==> src/bcr_cfg.svh <==
/*
 * constants for the bcd clock register core: register addresses, bit
 * positions, field masks, reset values and time-base counts.
 * assumes inclusion by bare name from every design file that needs it.
 */
`ifndef BCR_CFG_SVH
`define BCR_CFG_SVH

// register addresses
`define BCR_ADDR_CTRL   13'h1ff8
`define BCR_ADDR_SEC    13'h1ff9
`define BCR_ADDR_MIN    13'h1ffa
`define BCR_ADDR_HOUR   13'h1ffb
`define BCR_ADDR_DAY    13'h1ffc
`define BCR_ADDR_DATE   13'h1ffd
`define BCR_ADDR_MONTH  13'h1ffe
`define BCR_ADDR_YEAR   13'h1fff
`define BCR_BLOCK_TAG   10'h3ff

// field indexes of the time registers
`define BCR_IDX_SEC     3'h1
`define BCR_IDX_MIN     3'h2
`define BCR_IDX_HOUR    3'h3
`define BCR_IDX_DAY     3'h4
`define BCR_IDX_DATE    3'h5
`define BCR_IDX_MONTH   3'h6
`define BCR_IDX_YEAR    3'h7

// control bit positions and calibration field
`define BCR_CTRL_WRITE  7
`define BCR_CTRL_READ   6
`define BCR_CTRL_SIGN   5
`define BCR_CAL_MSB     4
`define BCR_SEC_HALT    7
`define BCR_DAY_FT      6

// writable field masks; fixed bits read zero
`define BCR_MASK_SEC    8'h7f
`define BCR_MASK_MIN    8'h7f
`define BCR_MASK_HOUR   8'h3f
`define BCR_MASK_DAY    8'h07
`define BCR_MASK_DATE   8'h3f
`define BCR_MASK_MONTH  8'h1f
`define BCR_MASK_YEAR   8'hff

// bcd limits
`define BCR_MAX_SEC     8'h59
`define BCR_MAX_HOUR    8'h23
`define BCR_MAX_DAY     8'h07
`define BCR_MAX_MONTH   8'h12
`define BCR_MAX_YEAR    8'h99
`define BCR_ONE         8'h01
`define BCR_ZERO        8'h00
`define BCR_DAYS_LONG   8'h31
`define BCR_DAYS_SHORT  8'h30
`define BCR_DAYS_FEB    8'h28
`define BCR_DAYS_LEAP   8'h29
`define BCR_MONTH_FEB   8'h02

// reset values
`define BCR_RST_CTRL    8'h00
`define BCR_RST_HALT    1'b1

// time base
`define BCR_CLOCK_HZ    40000000
`define BCR_OSC_HZ      32768
`define BCR_STAGE_DIV   256
`define BCR_FT_HZ       512
`define BCR_PRE_LAST    8'(`BCR_STAGE_DIV - 1)
`define BCR_PRE_SHORT   8'(`BCR_STAGE_DIV / 2 - 1)
`define BCR_STAGE_LAST  7'(`BCR_OSC_HZ / `BCR_STAGE_DIV - 1)
`define BCR_FT_LAST     5'(`BCR_OSC_HZ / (2 * `BCR_FT_HZ) - 1)

`endif

==> src/bcr_pkg.sv <==
/*
 * types of the bcd clock register core.
 * assumes the constants of bcr_cfg.svh are used alongside it.
 */
package bcr_pkg;

  // one byte of register data
  typedef logic [7:0] bcr_byte_type;

  // asynchronous memory bus pins as seen by the core
  typedef struct packed {
    logic [12:0] addr;        // byte address
    logic        chip_en1_n;  // chip enable 1, active low
    logic        chip_en2;    // chip enable 2, active high
    logic        write_n;     // write enable, active low
    logic        out_en_n;    // output enable, active low
    logic [7:0]  data;        // data lines as driven by the host
  } bcr_bus_type;

endpackage
==> src/bcr_bcd_field.sv <==
/*
 * one bcd time field: counts from a minimum to a maximum, wraps with a
 * carry pulse, and takes a parallel load.
 * assumes inc and load come from logic on the same clock.
 */
`timescale 1ns/100ps
module bcr_bcd_field #(
  parameter logic [7:0] RESET_VALUE = 8'h00
) (
  // clock and reset
  input  wire logic       clock,
  input  wire logic       reset_n,
  // control
  input  wire logic       inc,
  input  wire logic       load,
  input  wire logic [7:0] load_value,
  input  wire logic [7:0] min_value,
  input  wire logic [7:0] max_value,
  // result
  output logic      [7:0] value,
  output logic            carry
);
  import bcr_pkg::*;

  // wrap when the top of the range is reached or passed
  assign carry = inc && (value >= max_value);

  // count in bcd; a load beats an increment
  always_ff @(posedge clock or negedge reset_n) begin
    if (!reset_n) begin
      value <= RESET_VALUE;
    end else if (load) begin
      value <= load_value;
    end else if (carry) begin
      value <= min_value;
    end else if (inc) begin
      if (value[3:0] >= 4'h9) begin
        value <= {value[7:4] + 4'h1, 4'h0};
      end else begin
        value <= {value[7:4], value[3:0] + 4'h1};
      end
    end
  end

endmodule

==> src/bcr_core.sv <==
/*
 * bcd clock register core: visible time registers at the top of the
 * memory map, running counters behind them, freeze and load control,
 * oscillator halt, calibration and the frequency-test output.
 * assumes all bus pins and the oscillator pin are asynchronous to clock
 * and that host strobes last several clock cycles.
 */
`timescale 1ns/100ps
`include "bcr_cfg.svh"
module bcr_core (
  // clock and reset
  input  wire logic                clock,
  input  wire logic                reset_n,
  // memory bus pins
  input  wire bcr_pkg::bcr_bus_type bus,
  output logic               [7:0] dq_out,
  output logic                     dq_oe_n,
  // crystal oscillator pin
  input  wire logic                osc_pin
);
  import bcr_pkg::*;

  bcr_bus_type  bus_s1;          // first synchroniser stage
  bcr_bus_type  bus_s2;          // second synchroniser stage
  logic         osc_s1;          // oscillator first stage
  logic         osc_s2;          // oscillator second stage
  logic         osc_s3;          // edge detect history
  logic         wr_act;          // write strobe active
  logic         wr_act_q;        // write strobe last cycle
  logic  [12:0] wr_addr;         // address held through the write
  bcr_byte_type wr_data;         // data held through the write
  logic         wr_strobe;       // end of a write, one cycle
  logic         rd_act;          // read in the clock block
  bcr_byte_type rd_data;         // read mux
  bcr_byte_type ctrl;            // control and calibration
  logic         osc_halt_bit;    // oscillator stopped
  logic         freq_test_bit;   // frequency test enabled
  bcr_byte_type vis [1:7];       // visible time registers
  logic   [7:0] cnt [1:7];       // running counters
  logic   [7:0] min_vec [1:7];   // range bottoms
  logic   [7:0] max_vec [1:7];   // range tops
  logic   [7:0] mask_vec [1:7];  // writable bits per field
  logic   [7:1] inc_vec;         // increment per field
  logic   [7:1] carry_vec;       // wrap per field
  logic         load_req;        // write bit being cleared
  logic         load_pulse;      // counters take visible values
  logic         update_en;       // refresh of visible registers
  logic         osc_tick;        // one oscillator period
  logic   [7:0] prescale;        // divide-by-256 stage
  logic   [6:0] stage;           // stages within a second
  logic         split_done;      // extra stage already run
  logic   [7:0] pre_last;        // terminal count of prescale
  logic         adj_sec;         // this second is calibrated
  logic         hold_stage;      // split: repeat the stage
  logic         sec_tick;        // one second elapsed
  logic   [5:0] min_cycle;       // minute within the 64 cycle
  logic   [4:0] ft_cnt;          // raw divider for test output
  logic         ft_wave;         // 512 Hz square wave
  logic   [4:0] cal_mag;         // calibration magnitude
  logic         cal_pos;         // calibration sign

  // leap years in bcd, 00 counted as leap
  function automatic logic is_leap(input logic [7:0] y);
    if (y[4]) begin
      is_leap = (y[3:0] == 4'h2) || (y[3:0] == 4'h6);
    end else begin
      is_leap = (y[3:0] == 4'h0) || (y[3:0] == 4'h4) ||
                (y[3:0] == 4'h8);
    end
  endfunction

  // last date of the month in bcd
  function automatic logic [7:0] last_date(input logic [7:0] m,
                                           input logic [7:0] y);
    if (m == `BCR_MONTH_FEB) begin
      last_date = is_leap(y) ? `BCR_DAYS_LEAP : `BCR_DAYS_FEB;
    end else if ((m == 8'h04) || (m == 8'h06) || (m == 8'h09) ||
                 (m == 8'h11)) begin
      last_date = `BCR_DAYS_SHORT;
    end else begin
      last_date = `BCR_DAYS_LONG;
    end
  endfunction

  // bus pins cross into the clock domain through two stages
  always_ff @(posedge clock or negedge reset_n) begin
    if (!reset_n) begin
      bus_s1 <= '{addr: '0, chip_en1_n: 1'b1, chip_en2: 1'b0,
                  write_n: 1'b1, out_en_n: 1'b1, data: '0};
      bus_s2 <= '{addr: '0, chip_en1_n: 1'b1, chip_en2: 1'b0,
                  write_n: 1'b1, out_en_n: 1'b1, data: '0};
    end else begin
      bus_s1 <= bus;
      bus_s2 <= bus_s1;
    end
  end

  // oscillator pin synchroniser with a history stage for edges
  always_ff @(posedge clock or negedge reset_n) begin
    if (!reset_n) begin
      osc_s1 <= 1'b0;
      osc_s2 <= 1'b0;
      osc_s3 <= 1'b0;
    end else begin
      osc_s1 <= osc_pin;
      osc_s2 <= osc_s1;
      osc_s3 <= osc_s2;
    end
  end

  // a halted oscillator gives no edges at all
  assign osc_tick = osc_s2 && !osc_s3 && !osc_halt_bit;

  // decode of the synchronised bus
  assign wr_act = !bus_s2.chip_en1_n && bus_s2.chip_en2 &&
                  !bus_s2.write_n;
  assign rd_act = !bus_s2.chip_en1_n && bus_s2.chip_en2 &&
                  bus_s2.write_n && !bus_s2.out_en_n &&
                  (bus_s2.addr[12:3] == `BCR_BLOCK_TAG);
  assign wr_strobe = wr_act_q && !wr_act &&
                     (wr_addr[12:3] == `BCR_BLOCK_TAG);

  // hold address and data while the write lasts; commit at its end
  always_ff @(posedge clock or negedge reset_n) begin
    if (!reset_n) begin
      wr_act_q <= 1'b0;
      wr_addr  <= '0;
      wr_data  <= '0;
    end else begin
      wr_act_q <= wr_act;
      if (wr_act) begin
        wr_addr <= bus_s2.addr;
        wr_data <= bus_s2.data;
      end
    end
  end

  // control register, oscillator halt and test bits
  always_ff @(posedge clock or negedge reset_n) begin
    if (!reset_n) begin
      ctrl          <= `BCR_RST_CTRL;
      osc_halt_bit  <= `BCR_RST_HALT;
      freq_test_bit <= 1'b0;
    end else if (wr_strobe) begin
      if (wr_addr == `BCR_ADDR_CTRL) begin
        ctrl <= wr_data;
      end
      if (wr_addr == `BCR_ADDR_SEC) begin
        osc_halt_bit <= wr_data[`BCR_SEC_HALT];
      end
      if (wr_addr == `BCR_ADDR_DAY) begin
        freq_test_bit <= wr_data[`BCR_DAY_FT];
      end
    end
  end

  assign cal_mag = ctrl[`BCR_CAL_MSB:0];
  assign cal_pos = ctrl[`BCR_CTRL_SIGN];

  // the write bit falling hands the visible values to the counters
  assign load_req = wr_strobe && (wr_addr == `BCR_ADDR_CTRL) &&
                    !wr_data[`BCR_CTRL_WRITE] && ctrl[`BCR_CTRL_WRITE];

  always_ff @(posedge clock or negedge reset_n) begin
    if (!reset_n) begin
      load_pulse <= 1'b0;
    end else begin
      load_pulse <= load_req;
    end
  end

  // refresh every cycle unless frozen or being loaded; copying whole
  // registers in one edge keeps the update atomic against a freeze
  assign update_en = !ctrl[`BCR_CTRL_READ] &&
                     !ctrl[`BCR_CTRL_WRITE] &&
                     !load_pulse;

  // per-field ranges and masks
  always_comb begin
    min_vec  = '{`BCR_ZERO, `BCR_ZERO, `BCR_ZERO, `BCR_ONE,
                 `BCR_ONE, `BCR_ONE, `BCR_ZERO};
    max_vec  = '{`BCR_MAX_SEC, `BCR_MAX_SEC, `BCR_MAX_HOUR,
                 `BCR_MAX_DAY, last_date(cnt[`BCR_IDX_MONTH],
                 cnt[`BCR_IDX_YEAR]), `BCR_MAX_MONTH, `BCR_MAX_YEAR};
    mask_vec = '{`BCR_MASK_SEC, `BCR_MASK_MIN, `BCR_MASK_HOUR,
                 `BCR_MASK_DAY, `BCR_MASK_DATE, `BCR_MASK_MONTH,
                 `BCR_MASK_YEAR};
  end

  // carry chain: weekday and date both step on the day boundary
  assign inc_vec[1] = sec_tick;
  assign inc_vec[2] = carry_vec[1];
  assign inc_vec[3] = carry_vec[2];
  assign inc_vec[4] = carry_vec[3];
  assign inc_vec[5] = carry_vec[3];
  assign inc_vec[6] = carry_vec[5];
  assign inc_vec[7] = carry_vec[6];

  // the running counters, separate from what the host sees
  genvar gi;
  generate
    for (gi = 1; gi <= 7; gi++) begin : g_field
      localparam logic [7:0] RST = ((gi >= 4) && (gi <= 6)) ?
                                   `BCR_ONE : `BCR_ZERO;
      bcr_bcd_field #(
        .RESET_VALUE (RST)
      ) u_field (
        .clock      (clock),
        .reset_n    (reset_n),
        .inc        (inc_vec[gi]),
        .load       (load_pulse),
        .load_value (vis[gi]),
        .min_value  (min_vec[gi]),
        .max_value  (max_vec[gi]),
        .value      (cnt[gi]),
        .carry      (carry_vec[gi])
      );
    end
  endgenerate

  // visible registers: host writes win, refresh copies otherwise
  always_ff @(posedge clock or negedge reset_n) begin
    if (!reset_n) begin
      for (int i = 1; i <= 7; i++) begin
        vis[i] <= ((i >= 4) && (i <= 6)) ? `BCR_ONE : `BCR_ZERO;
      end
    end else begin
      for (int i = 1; i <= 7; i++) begin
        if (wr_strobe && (wr_addr[2:0] == 3'(i))) begin
          vis[i] <= wr_data & mask_vec[i];
        end else if (update_en) begin
          vis[i] <= cnt[i];
        end
      end
    end
  end

  // calibrated second: first second of each of the first 2N minutes
  assign adj_sec  = (cnt[`BCR_IDX_SEC] == `BCR_ZERO) &&
                    (min_cycle < {cal_mag, 1'b0});
  // negative blanks half a stage; positive runs stage zero twice
  assign pre_last = (adj_sec && !cal_pos && (stage == '0)) ?
                    `BCR_PRE_SHORT : `BCR_PRE_LAST;
  assign hold_stage = adj_sec && cal_pos && (stage == '0) &&
                      !split_done;
  assign sec_tick = osc_tick && (prescale == pre_last) &&
                    (stage == `BCR_STAGE_LAST);

  // divider chain; a load restarts the second
  always_ff @(posedge clock or negedge reset_n) begin
    if (!reset_n) begin
      prescale   <= '0;
      stage      <= '0;
      split_done <= 1'b0;
    end else if (load_pulse) begin
      prescale   <= '0;
      stage      <= '0;
      split_done <= 1'b0;
    end else if (osc_tick) begin
      if (prescale >= pre_last) begin
        prescale <= '0;
        if (hold_stage) begin
          split_done <= 1'b1;
        end else if (stage == `BCR_STAGE_LAST) begin
          stage      <= '0;
          split_done <= 1'b0;
        end else begin
          stage <= stage + 7'h1;
        end
      end else begin
        prescale <= prescale + 8'h1;
      end
    end
  end

  // minute position in the 64-minute calibration cycle
  always_ff @(posedge clock or negedge reset_n) begin
    if (!reset_n) begin
      min_cycle <= '0;
    end else if (carry_vec[1]) begin
      min_cycle <= min_cycle + 6'h1;
    end
  end

  // raw divider for the test wave; calibration never touches it
  always_ff @(posedge clock or negedge reset_n) begin
    if (!reset_n) begin
      ft_cnt  <= '0;
      ft_wave <= 1'b0;
    end else if (osc_tick) begin
      if (ft_cnt == `BCR_FT_LAST) begin
        ft_cnt  <= '0;
        ft_wave <= !ft_wave;
      end else begin
        ft_cnt <= ft_cnt + 5'h1;
      end
    end
  end

  // read mux; fixed bits read as zero
  always_comb begin
    rd_data = '0;
    unique case (bus_s2.addr[2:0])
      3'h0:    rd_data = ctrl;
      3'h1:    rd_data = {osc_halt_bit, vis[1][6:1],
                          freq_test_bit ? ft_wave : vis[1][0]};
      3'h4:    rd_data = {1'b0, freq_test_bit, 3'h0, vis[4][2:0]};
      default: rd_data = vis[bus_s2.addr[2:0]];
    endcase
  end

  // data and enable come from flops, so the pins never glitch
  always_ff @(posedge clock or negedge reset_n) begin
    if (!reset_n) begin
      dq_out  <= '0;
      dq_oe_n <= 1'b1;
    end else begin
      dq_out  <= rd_data;
      dq_oe_n <= !rd_act;
    end
  end

  // frozen registers do not move without a host write
  property p_freeze_hold;
    @(posedge clock) disable iff (!reset_n)
      ctrl[`BCR_CTRL_READ] && !wr_strobe |=> $stable(vis[1]);
  endproperty
  a_freeze_hold: assert property (p_freeze_hold)
    else $error("visible seconds moved while frozen");

  // unfrozen registers follow the counters a cycle later
  property p_refresh;
    @(posedge clock) disable iff (!reset_n)
      update_en && !wr_strobe |=> (vis[7] == $past(cnt[7])) &&
                                  (vis[1] == $past(cnt[1]));
  endproperty
  a_refresh: assert property (p_refresh)
    else $error("visible registers did not refresh together");

  // clearing the write bit loads every counter
  property p_load;
    @(posedge clock) disable iff (!reset_n)
      load_req |=> ##1 (cnt[1] == $past(vis[1])) &&
                       (cnt[7] == $past(vis[7]));
  endproperty
  a_load: assert property (p_load)
    else $error("counters not loaded from visible registers");

  // halted oscillator advances nothing
  property p_halt;
    @(posedge clock) disable iff (!reset_n)
      osc_halt_bit |-> !osc_tick && !sec_tick;
  endproperty
  a_halt: assert property (p_halt)
    else $error("divider advanced while oscillator halted");

  // hours stay within the 24-hour bcd range
  property p_hour_range;
    @(posedge clock) disable iff (!reset_n)
      !load_pulse |=> (cnt[3] <= `BCR_MAX_HOUR) && (cnt[3][3:0] <= 4'h9);
  endproperty
  a_hour_range: assert property (p_hour_range)
    else $error("hour counter out of range");

  // only the first 2N minutes of the cycle are adjusted
  property p_adj_window;
    @(posedge clock) disable iff (!reset_n)
      adj_sec |-> (min_cycle < {cal_mag, 1'b0});
  endproperty
  a_adj_window: assert property (p_adj_window)
    else $error("adjusted second outside calibration window");

  // test wave toggles exactly on the raw divider wrap
  property p_ft_toggle;
    @(posedge clock) disable iff (!reset_n)
      osc_tick && (ft_cnt == `BCR_FT_LAST) |=> ft_wave != $past(ft_wave);
  endproperty
  a_ft_toggle: assert property (p_ft_toggle)
    else $error("test wave failed to toggle");

  // weekday stays between one and seven
  property p_weekday;
    @(posedge clock) disable iff (!reset_n)
      $rose(inc_vec[4]) |=> (cnt[4] >= `BCR_ONE) &&
                            (cnt[4] <= `BCR_MAX_DAY);
  endproperty
  a_weekday: assert property (p_weekday)
    else $error("weekday left its range");

  // negative correction wraps the prescaler at the half-stage count in stage zero
  property p_prescale;
    @(posedge clock) disable iff (!reset_n)
      osc_tick && (prescale == `BCR_PRE_SHORT) && !cal_pos && adj_sec &&
      (stage == '0) |=> (prescale == '0);
  endproperty
  a_prescale: assert property (p_prescale)
    else $error("negative correction did not blank half a stage");

endmodule

==> config.mk <==
export PLATFORM = sky130hd
export DESIGN_NAME = bcr_core
export DESIGN_NICKNAME = d
export VERILOG_FILES = /design/src/bcr_pkg.sv /design/src/bcr_bcd_field.sv /design/src/bcr_core.sv
export VERILOG_INCLUDE_DIRS = /design/src
export SDC_FILE = /design/constraint.sdc
export NUM_CORES = 1
export LEC_CHECK = 0
export ABC_CLOCK_PERIOD_IN_PS = 5860
export BUFFER_PORTS_ARGS = -buffer_cell sky130_fd_sc_hd__buf_2
export CAP_MARGIN = 0
export CORE_UTILIZATION = 36
export CTS_CLUSTER_SIZE = 20
export DETAILED_ROUTE_END_ITERATION = 16
export GPL_TIMING_DRIVEN = 0
export PLACE_DENSITY_LB_ADDON = 0.1
export REMOVE_ABC_BUFFERS = 1
export SYNTH_ARGS = -nofsm -noshare
export SYNTH_HDL_FRONTEND = slang
export SYNTH_HIERARCHICAL = 1
export SYNTH_SLANG_ARGS = --single-unit
==> constraint.sdc <==
create_clock -name clock -period 5.86 [get_ports clock]
set_clock_uncertainty 0.1 [all_clocks]
set_input_delay 1.172 -clock clock [delete_from_list [all_inputs] [get_ports clock]]
set_output_delay 1.172 -clock clock [all_outputs]
set_load 0.1 [all_outputs]
==> impl_metrics.py, run 1 <==
metrics = {
    "drt": {
        "routed_wl_um": 31100,
        "viasPerCell": 4.94,
        "vias": 9321,
        "drc": 0,
        "ant_nets": 0,
        "drt_iter0_drc": 439,
        "drt_pass1_iterations": 5,
        "wl_per_cell_um": 16.5,
    },
    "final_layout": {
        "layout-drive-gt1-share_pct": 17.7,
        "diodes": 0,
        "areaGrowthSynthToFinish_pct": 16.4,
        "fin_area_mm2": 0.0155,
        "fin_nets": 1521,
    },
    "power": {
        "p_int_mw": 2.89,
        "power.total_mw": 3.79,
        "power_density_mw_per_mm2": 245,
        "power.switching_mw": 0.905,
        "p_leak_nw": 7.46,
        "p_seq_share_pct": 47.4,
        "ir_worst_vdd_mv": 0.231,
        "p_comb_share_pct": 5.0,
        "switching_share_pct": 23.9,
        "p_clk_share_pct": 47.6,
    },
    "sta": {
        "finalCriticalPeriod_ps": 5460,
        "max-slew-margin-rel_pct": 19.3,
        "slew_violations": 0,
        "setup_violations": 0,
        "worst_slew_pin_slew_ps": 1210,
        "fin_crit_sh_pct": 93.2,
        "hold_violations": 0,
        "max_freq_mhz": 183,
        "rsz0062_at_grt": "false",
    },
    "critical_path": {
        "endpoint_kind": "register",
        "cp_data_arrival_time_ps": 5860,
        "r2r_start": "stage[0]",
        "path_class": "register to register",
        "crit_fanout": 13,
        "required_ps": 6260,
        "r2r_setup_slack_ps": 400,
        "r2r-end": "g_field[7].u_field/value[5]",
        "worstSetupStartpointType": "register",
        "ff2ff_path_depth": 23,
    },
    "placement": {
        "io_buffer_count": 36,
        "placed_cell_area_mm2": 0.0145,
        "place_hpwl_um": 22200,
        "gp_congestion": 0.765,
    },
    "worst_hold_path": {
        "hold_path.startpoint": "bus_s1[21]",
        "min_path_type": "register to register",
        "min_to": "bus_s2[21]",
        "min_delay_path_depth": 0,
    },
    "global_route": {
        "antenna_found_initial": 1,
        "grt_pass1_wl_um": 51400,
        "grt-ovfl-total": 0,
        "grt_pass1_vias": 9186,
        "grt_max_degree": 95,
        "track_usage_pct": 17.1,
    },
    "die": {
        "core_mm2": 0.0365,
        "die_x_um": 194,
        "die_h_um": 194,
        "pin_count": 37,
        "start_util_pct": 36.4,
        "dieArea_mm2": 0.0377,
        "rows": 70,
    },
    "synth": {
        "syn_area_per_cell_um2": 10.6,
        "syn_inst": 1255,
        "netlist_area_mm2": 0.0133,
        "ys_warn_count": 6,
    },
    "clocking": {
        "cts_made_buffers": 28,
        "clk_pin_slew_worst_paths_ps": 60,
        "cts_max_level": 1,
        "cts_hold_buf": 0,
        "root_buffer": "clkbuf_16",
        "cts_tree": "done",
        "clk_latency_ps": 570,
        "cts_sinks": 235,
        "cts_buffer_depth": 3,
    },
    "status": {
        "status": "complete, no violations",
    },
    "job": {
        "drv_cap": 0,
    },
}
## placed cells by master (no fill, tap or decap), types with 15 or more instances in the layout
cell type  count
ha_1          95
xnor2_1       21
mux2_2        70
inv_1         89
buf_2         35
conb_1       109
nor3b_1       15
or3_1         15
a21oi_1      101
dfrtp_1      220
o22ai_1       28
and2_1        17
nand2_1       46
nand3_1       41
mux2i_1      100
nor2_1        91
nor3_1        23
clkbuf_16     28
o21ai_0       52
## per-layer routing
metal	vias to the layer above	GRT usage (%)	wire [µm]
li1	4675	-	-
met3	36	2.16	765
met4	0	4.09	671
met5	-	0	0
met1	4512	24.8	15600
met2	98	26.8	14000
## worst max-delay path: stages (launching register included)
cell        delay, ps
dfrtp_1           430
inv_1              80
ha_1              130
nor4b_1           330
nand2_1            90
or4_1             500
a21oi_1           200
ha_1              270
nand4_1           160
nor2_1             80
and3_2            290
o21ai_2           170
inv_2             210
o21ai_2           210
inv_2             190
o21ai_4           180
clkinvlp_4        220
o21ai_2           190
inv_1             260
o21ai_2           210
inv_1             250
o21ai_1           290
a32oi_1           170
a21oi_1           180
## sequential cells by signal, indices dropped and copies added (netlist names), 5 cells and up
name / flops
dq_out: 8
min_cycle: 6
ft_cnt: 5
wr_data: 8
wr_addr: 13
vis: 56
prescale: 8
bus_s1: 25
g_field.u_field/value: 56
stage: 7
ctrl: 8
bus_s2: 25
## stage by stage
step | util, % | std cells | setup TNS [ps] | setup slack [ps] | hold slack [ps]
3_5_place_dp | 39.6 | 1835 | -17320 | -1470 | 235
6_report | 42.4 | 1888 | 0 | 398 | 244
2_1_floorplan | - | 1321 | -83430 | -1710 | 231
4_1_cts | 42.4 | 1888 | 0 | 73.6 | 248
3_3_place_gp | 39.1 | 1825 | -519050 | -5570 | 233
5_1_grt | 42.4 | 1888 | 0 | 26.7 | 252
## power groups by stage
stage,logic (mW),clock network [mW],registers (mW)
3_3_place_gp,0.185,0,1.83
5_1_grt,0.221,1.93,1.81
6_report,0.192,1.80,1.80
3_5_place_dp,0.194,0,1.83
4_1_cts,0.195,1.87,1.80
2_1_floorplan,0.118,0,1.79
## worst max path at each step
stage	startpoint	to	slack (ps)	cells past startpoint
after floorplan	load_pulse	vis[10]	-1710	3
after global placement	load_pulse	vis[19]	-5570	3
after detailed placement	g_field[1].u_field/value[4]	g_field[7].u_field/value[5]	-1470	21
after CTS	stage[0]	g_field[7].u_field/value[5]	70	23
after global routing	stage[0]	g_field[7].u_field/value[5]	30	23
final	stage[0]	g_field[7].u_field/value[5]	400	23
## what timing repair did
action,CTS,global route
endpoints found under the setup margin,24,8
resized for setup,8,3
buffers inserted,1,0
## area by class of cell
cell class | instances | area, µm²
inverter | 92 | 349
tap | 468 | 586
timing repair buffer | 47 | 370
multi-input combinational | 994 | 7310
clock inverter | 8 | 140
clock buffer | 44 | 831
sequential | 235 | 5900
fill | 3521 | 21000
Note: power is estimated with default switching activity, not from simulation.
==> run 2: changes to the inputs <==
--- a/config.mk
+++ b/config.mk
@@ -6,11 +6,10 @@
 export SDC_FILE = /design/constraint.sdc
 export NUM_CORES = 1
 export LEC_CHECK = 0
-export ABC_CLOCK_PERIOD_IN_PS = 5860
+export ABC_CLOCK_PERIOD_IN_PS = 4700
 export BUFFER_PORTS_ARGS = -buffer_cell sky130_fd_sc_hd__buf_2
 export CAP_MARGIN = 0
 export CORE_UTILIZATION = 36
-export CTS_CLUSTER_SIZE = 20
 export DETAILED_ROUTE_END_ITERATION = 16
 export GPL_TIMING_DRIVEN = 0
 export PLACE_DENSITY_LB_ADDON = 0.1
==> constraint.sdc (replaced) <==
create_clock -name clock -period 4.7 [get_ports clock]
set_clock_uncertainty 0.1 [all_clocks]
set_input_delay 0.94 -clock clock [delete_from_list [all_inputs] [get_ports clock]]
set_output_delay 0.94 -clock clock [all_outputs]
set_load 0.1 [all_outputs]
==> run 2 against run 1 <==
Largest power group is now clock. Maximum frequency is 23% higher. Critical endpoint is now g_field[7].u_field/value[6]. Combinational power is 24% higher. Largest cell class unchanged. Clock power is 25% higher. Count of clock-buffer cells in the layout stayed put. First-iteration DRC count is 7.3% higher. Global-route usage hardly changed. Core utilization is 0.29 points higher. Non-clock buffer count is 3 higher. Sequential share of layout area is 0.25 points lower. Cell count is 0.16% higher.
==> impl_metrics.py, run 2 (synthesized netlist as in run 1, its figures left out) <==
metrics = {
    "sta": {
        "worst_slew_pin_slew_ps": 1210,
        "tns_ps": 0,
        "fin_crit_sh_pct": 94.2,
        "rsz0062_at_grt": "false",
        "hold_violations": 0,
        "slew_violations": 0,
        "fin_ws_ps": 271,
        "setup_violations": 0,
        "max_freq_mhz": 226,
        "finalCriticalPeriod_ps": 4430,
        "max-slew-margin-rel_pct": 19.3,
    },
    "power": {
        "p_leak_nw": 7.48,
        "power_density_mw_per_mm2": 303,
        "ir_worst_vdd_mv": 0.288,
        "power.total_mw": 4.73,
    },
    "global_route": {
        "track_usage_pct": 17.1,
        "grt.busiest_layer": "met2",
        "grt_use_met1_pct": 24.7,
        "antenna_found_initial": 1,
        "grt_pass1_wl_um": 51600,
        "grt_use_met3_pct": 2.16,
        "grt_pass1_vias": 9236,
        "globalRouteMet2Util_pct": 27.2,
        "grt-ovfl-total": 0,
        "grt_max_degree": 95,
    },
    "clocking": {
        "cts_made_buffers": 28,
        "clk_latency_ps": 570,
        "cts_buffer_depth": 3,
        "cts_tree": "done",
        "cts_max_level": 1,
        "cts_sinks": 235,
        "root_buffer": "clkbuf_16",
        "cts_hold_buf": 0,
        "clk_pin_slew_worst_paths_ps": 60,
    },
    "drt": {
        "vias": 9347,
        "viasPerCell": 4.94,
        "ant_nets": 0,
        "drt_iter0_drc": 471,
        "drc": 0,
        "drt_pass1_iterations": 5,
        "routed_wl_um": 31200,
        "wl_per_cell_um": 16.5,
    },
    "final_layout": {
        "multi_input_area_mm2": 0.00738,
        "final_cell_mix": "dfrtp_1, conb_1, a21oi_1, mux2i_1, ha_1",
        "largestRegisters": "g_field.u_field/value: 56 flops, vis: 56 flops",
        "layout-drive-gt1-share_pct": 18.4,
        "final_common_cell": "dfrtp_1",
        "areaGrowthSynthToFinish_pct": 17.2,
        "final-seq-area_mm2": 0.00590,
        "num-fill-cells": 3525,
        "fin_nets": 1524,
        "diodes": 0,
    },
    "placement": {
        "gp_congestion": 0.765,
        "place_hpwl_um": 22200,
        "io_buffer_count": 36,
        "place_ws_ps": -2630,
    },
    "die": {
        "start_util_pct": 36.4,
        "dieArea_mm2": 0.0377,
        "core_mm2": 0.0365,
        "rows": 70,
        "pin_count": 37,
        "die_x_um": 194,
        "die_h_um": 194,
    },
    "status": {
        "status": "complete, no violations",
    },
    "critical_path": {
        "critPathMostFrequentCell": "o21ai_4",
        "crit_family": "simple AND/OR/NAND/NOR gates",
        "critical-path-max-stage-delay_ps": 520,
        "required_ps": 5090,
        "path_class": "register to register",
        "endpoint_kind": "register",
        "cp_data_arrival_time_ps": 4820,
        "worstSetupStartpointType": "register",
        "crit_fanout": 13,
        "cp_slowest_cell": "or4_1",
        "path_buf_inv": 6,
        "cp_cell_sequence": "inv_1, ha_1, nor4b_4, nand2_1, or4_1, a21oi_2, ha_1, nand4_1, nor2_1, and3_4, o21ai_4, inv_6, o21ai_4, inv_4, o21ai_4, clkinvlp_4, o21ai_4, inv_2, o21ai_4, inv_4, o22a_4, and2_4, a21oi_1",
    },
    "job": {
        "drv_cap": 0,
    },
    "worst_hold_path": {
        "min_path_type": "input pin to asynchronous set/reset pin",
    },
}
## run 2: metrics by stage
| step | instances | cell area (µm²) | hold WS, ps | util, % |
|---|---|---|---|---|
| 5_1_grt | 1891 | 15600 | 246 | 42.7 |
| 3_5_place_dp | 1835 | 14500 | 235 | 39.6 |
| 2_1_floorplan | 1321 | 13500 | 231 | - |
| 4_1_cts | 1891 | 15600 | 226 | 42.6 |
| 3_3_place_gp | 1825 | 14300 | 233 | 39.1 |
| 6_report | 1891 | 15600 | 219 | 42.7 |
## run 2: power by group
group	total (mW)	switching (mW)	internal, mW
Sequential	2.24	0.123	2.12
Combinational	0.239	0.132	0.106
Clock	2.25	0.872	1.38
Total	4.73	1.13	3.60
## run 2: layout make-up
cell class	count	share of cell area (%)
multi-input cells	994	47.3
flip-flops and latches	235	37.9
clock buffers	44	5.33
well taps	468	3.75
repair buffers	50	2.52
inverters	92	2.30
clock inverters	8	0.899
## run 2: routing by layer
metal,vias to the layer above,share of wire (%),wire length [µm]
li1,4687,-,-
met1,4531,50,15600
met2,93,45,14100
met3,36,2.6,802
met4,0,2.2,671
met5,-,0,0
## run 2: final timing paths
kind,from,endpoint,slack [ps],cells after the start
worst max-delay path,stage[0],g_field[7].u_field/value[6],270,23
worst min-delay path,reset_n,prescale[5],220,1
worst max register to register,stage[0],g_field[7].u_field/value[6],270,23
worst min register to register,bus_s1[21],bus_s2[21],240,0
max in group asynchronous,reset_n,g_field[6].u_field/value[0],3020,3
min in group clock,bus_s1[21],bus_s2[21],240,0
## run 2: worst register-to-register path: stages, from the launching register on
cell,delay [ps]
dfrtp_2,440
inv_1,70
ha_1,140
nor4b_4,220
nand2_1,80
or4_1,520
a21oi_2,150
ha_1,250
nand4_1,160
nor2_1,80
and3_4,230
o21ai_4,140
inv_6,120
o21ai_4,150
inv_4,120
o21ai_4,120
clkinvlp_4,190
o21ai_4,150
inv_2,110
o21ai_4,130
inv_4,110
o22a_4,280
and2_4,180
a21oi_1,140
## run 2: timing repair
action                     in CTS  in global routing
setup endpoints to repair      38                 16
gates resized for setup        23                  6
setup buffers                   4                  0
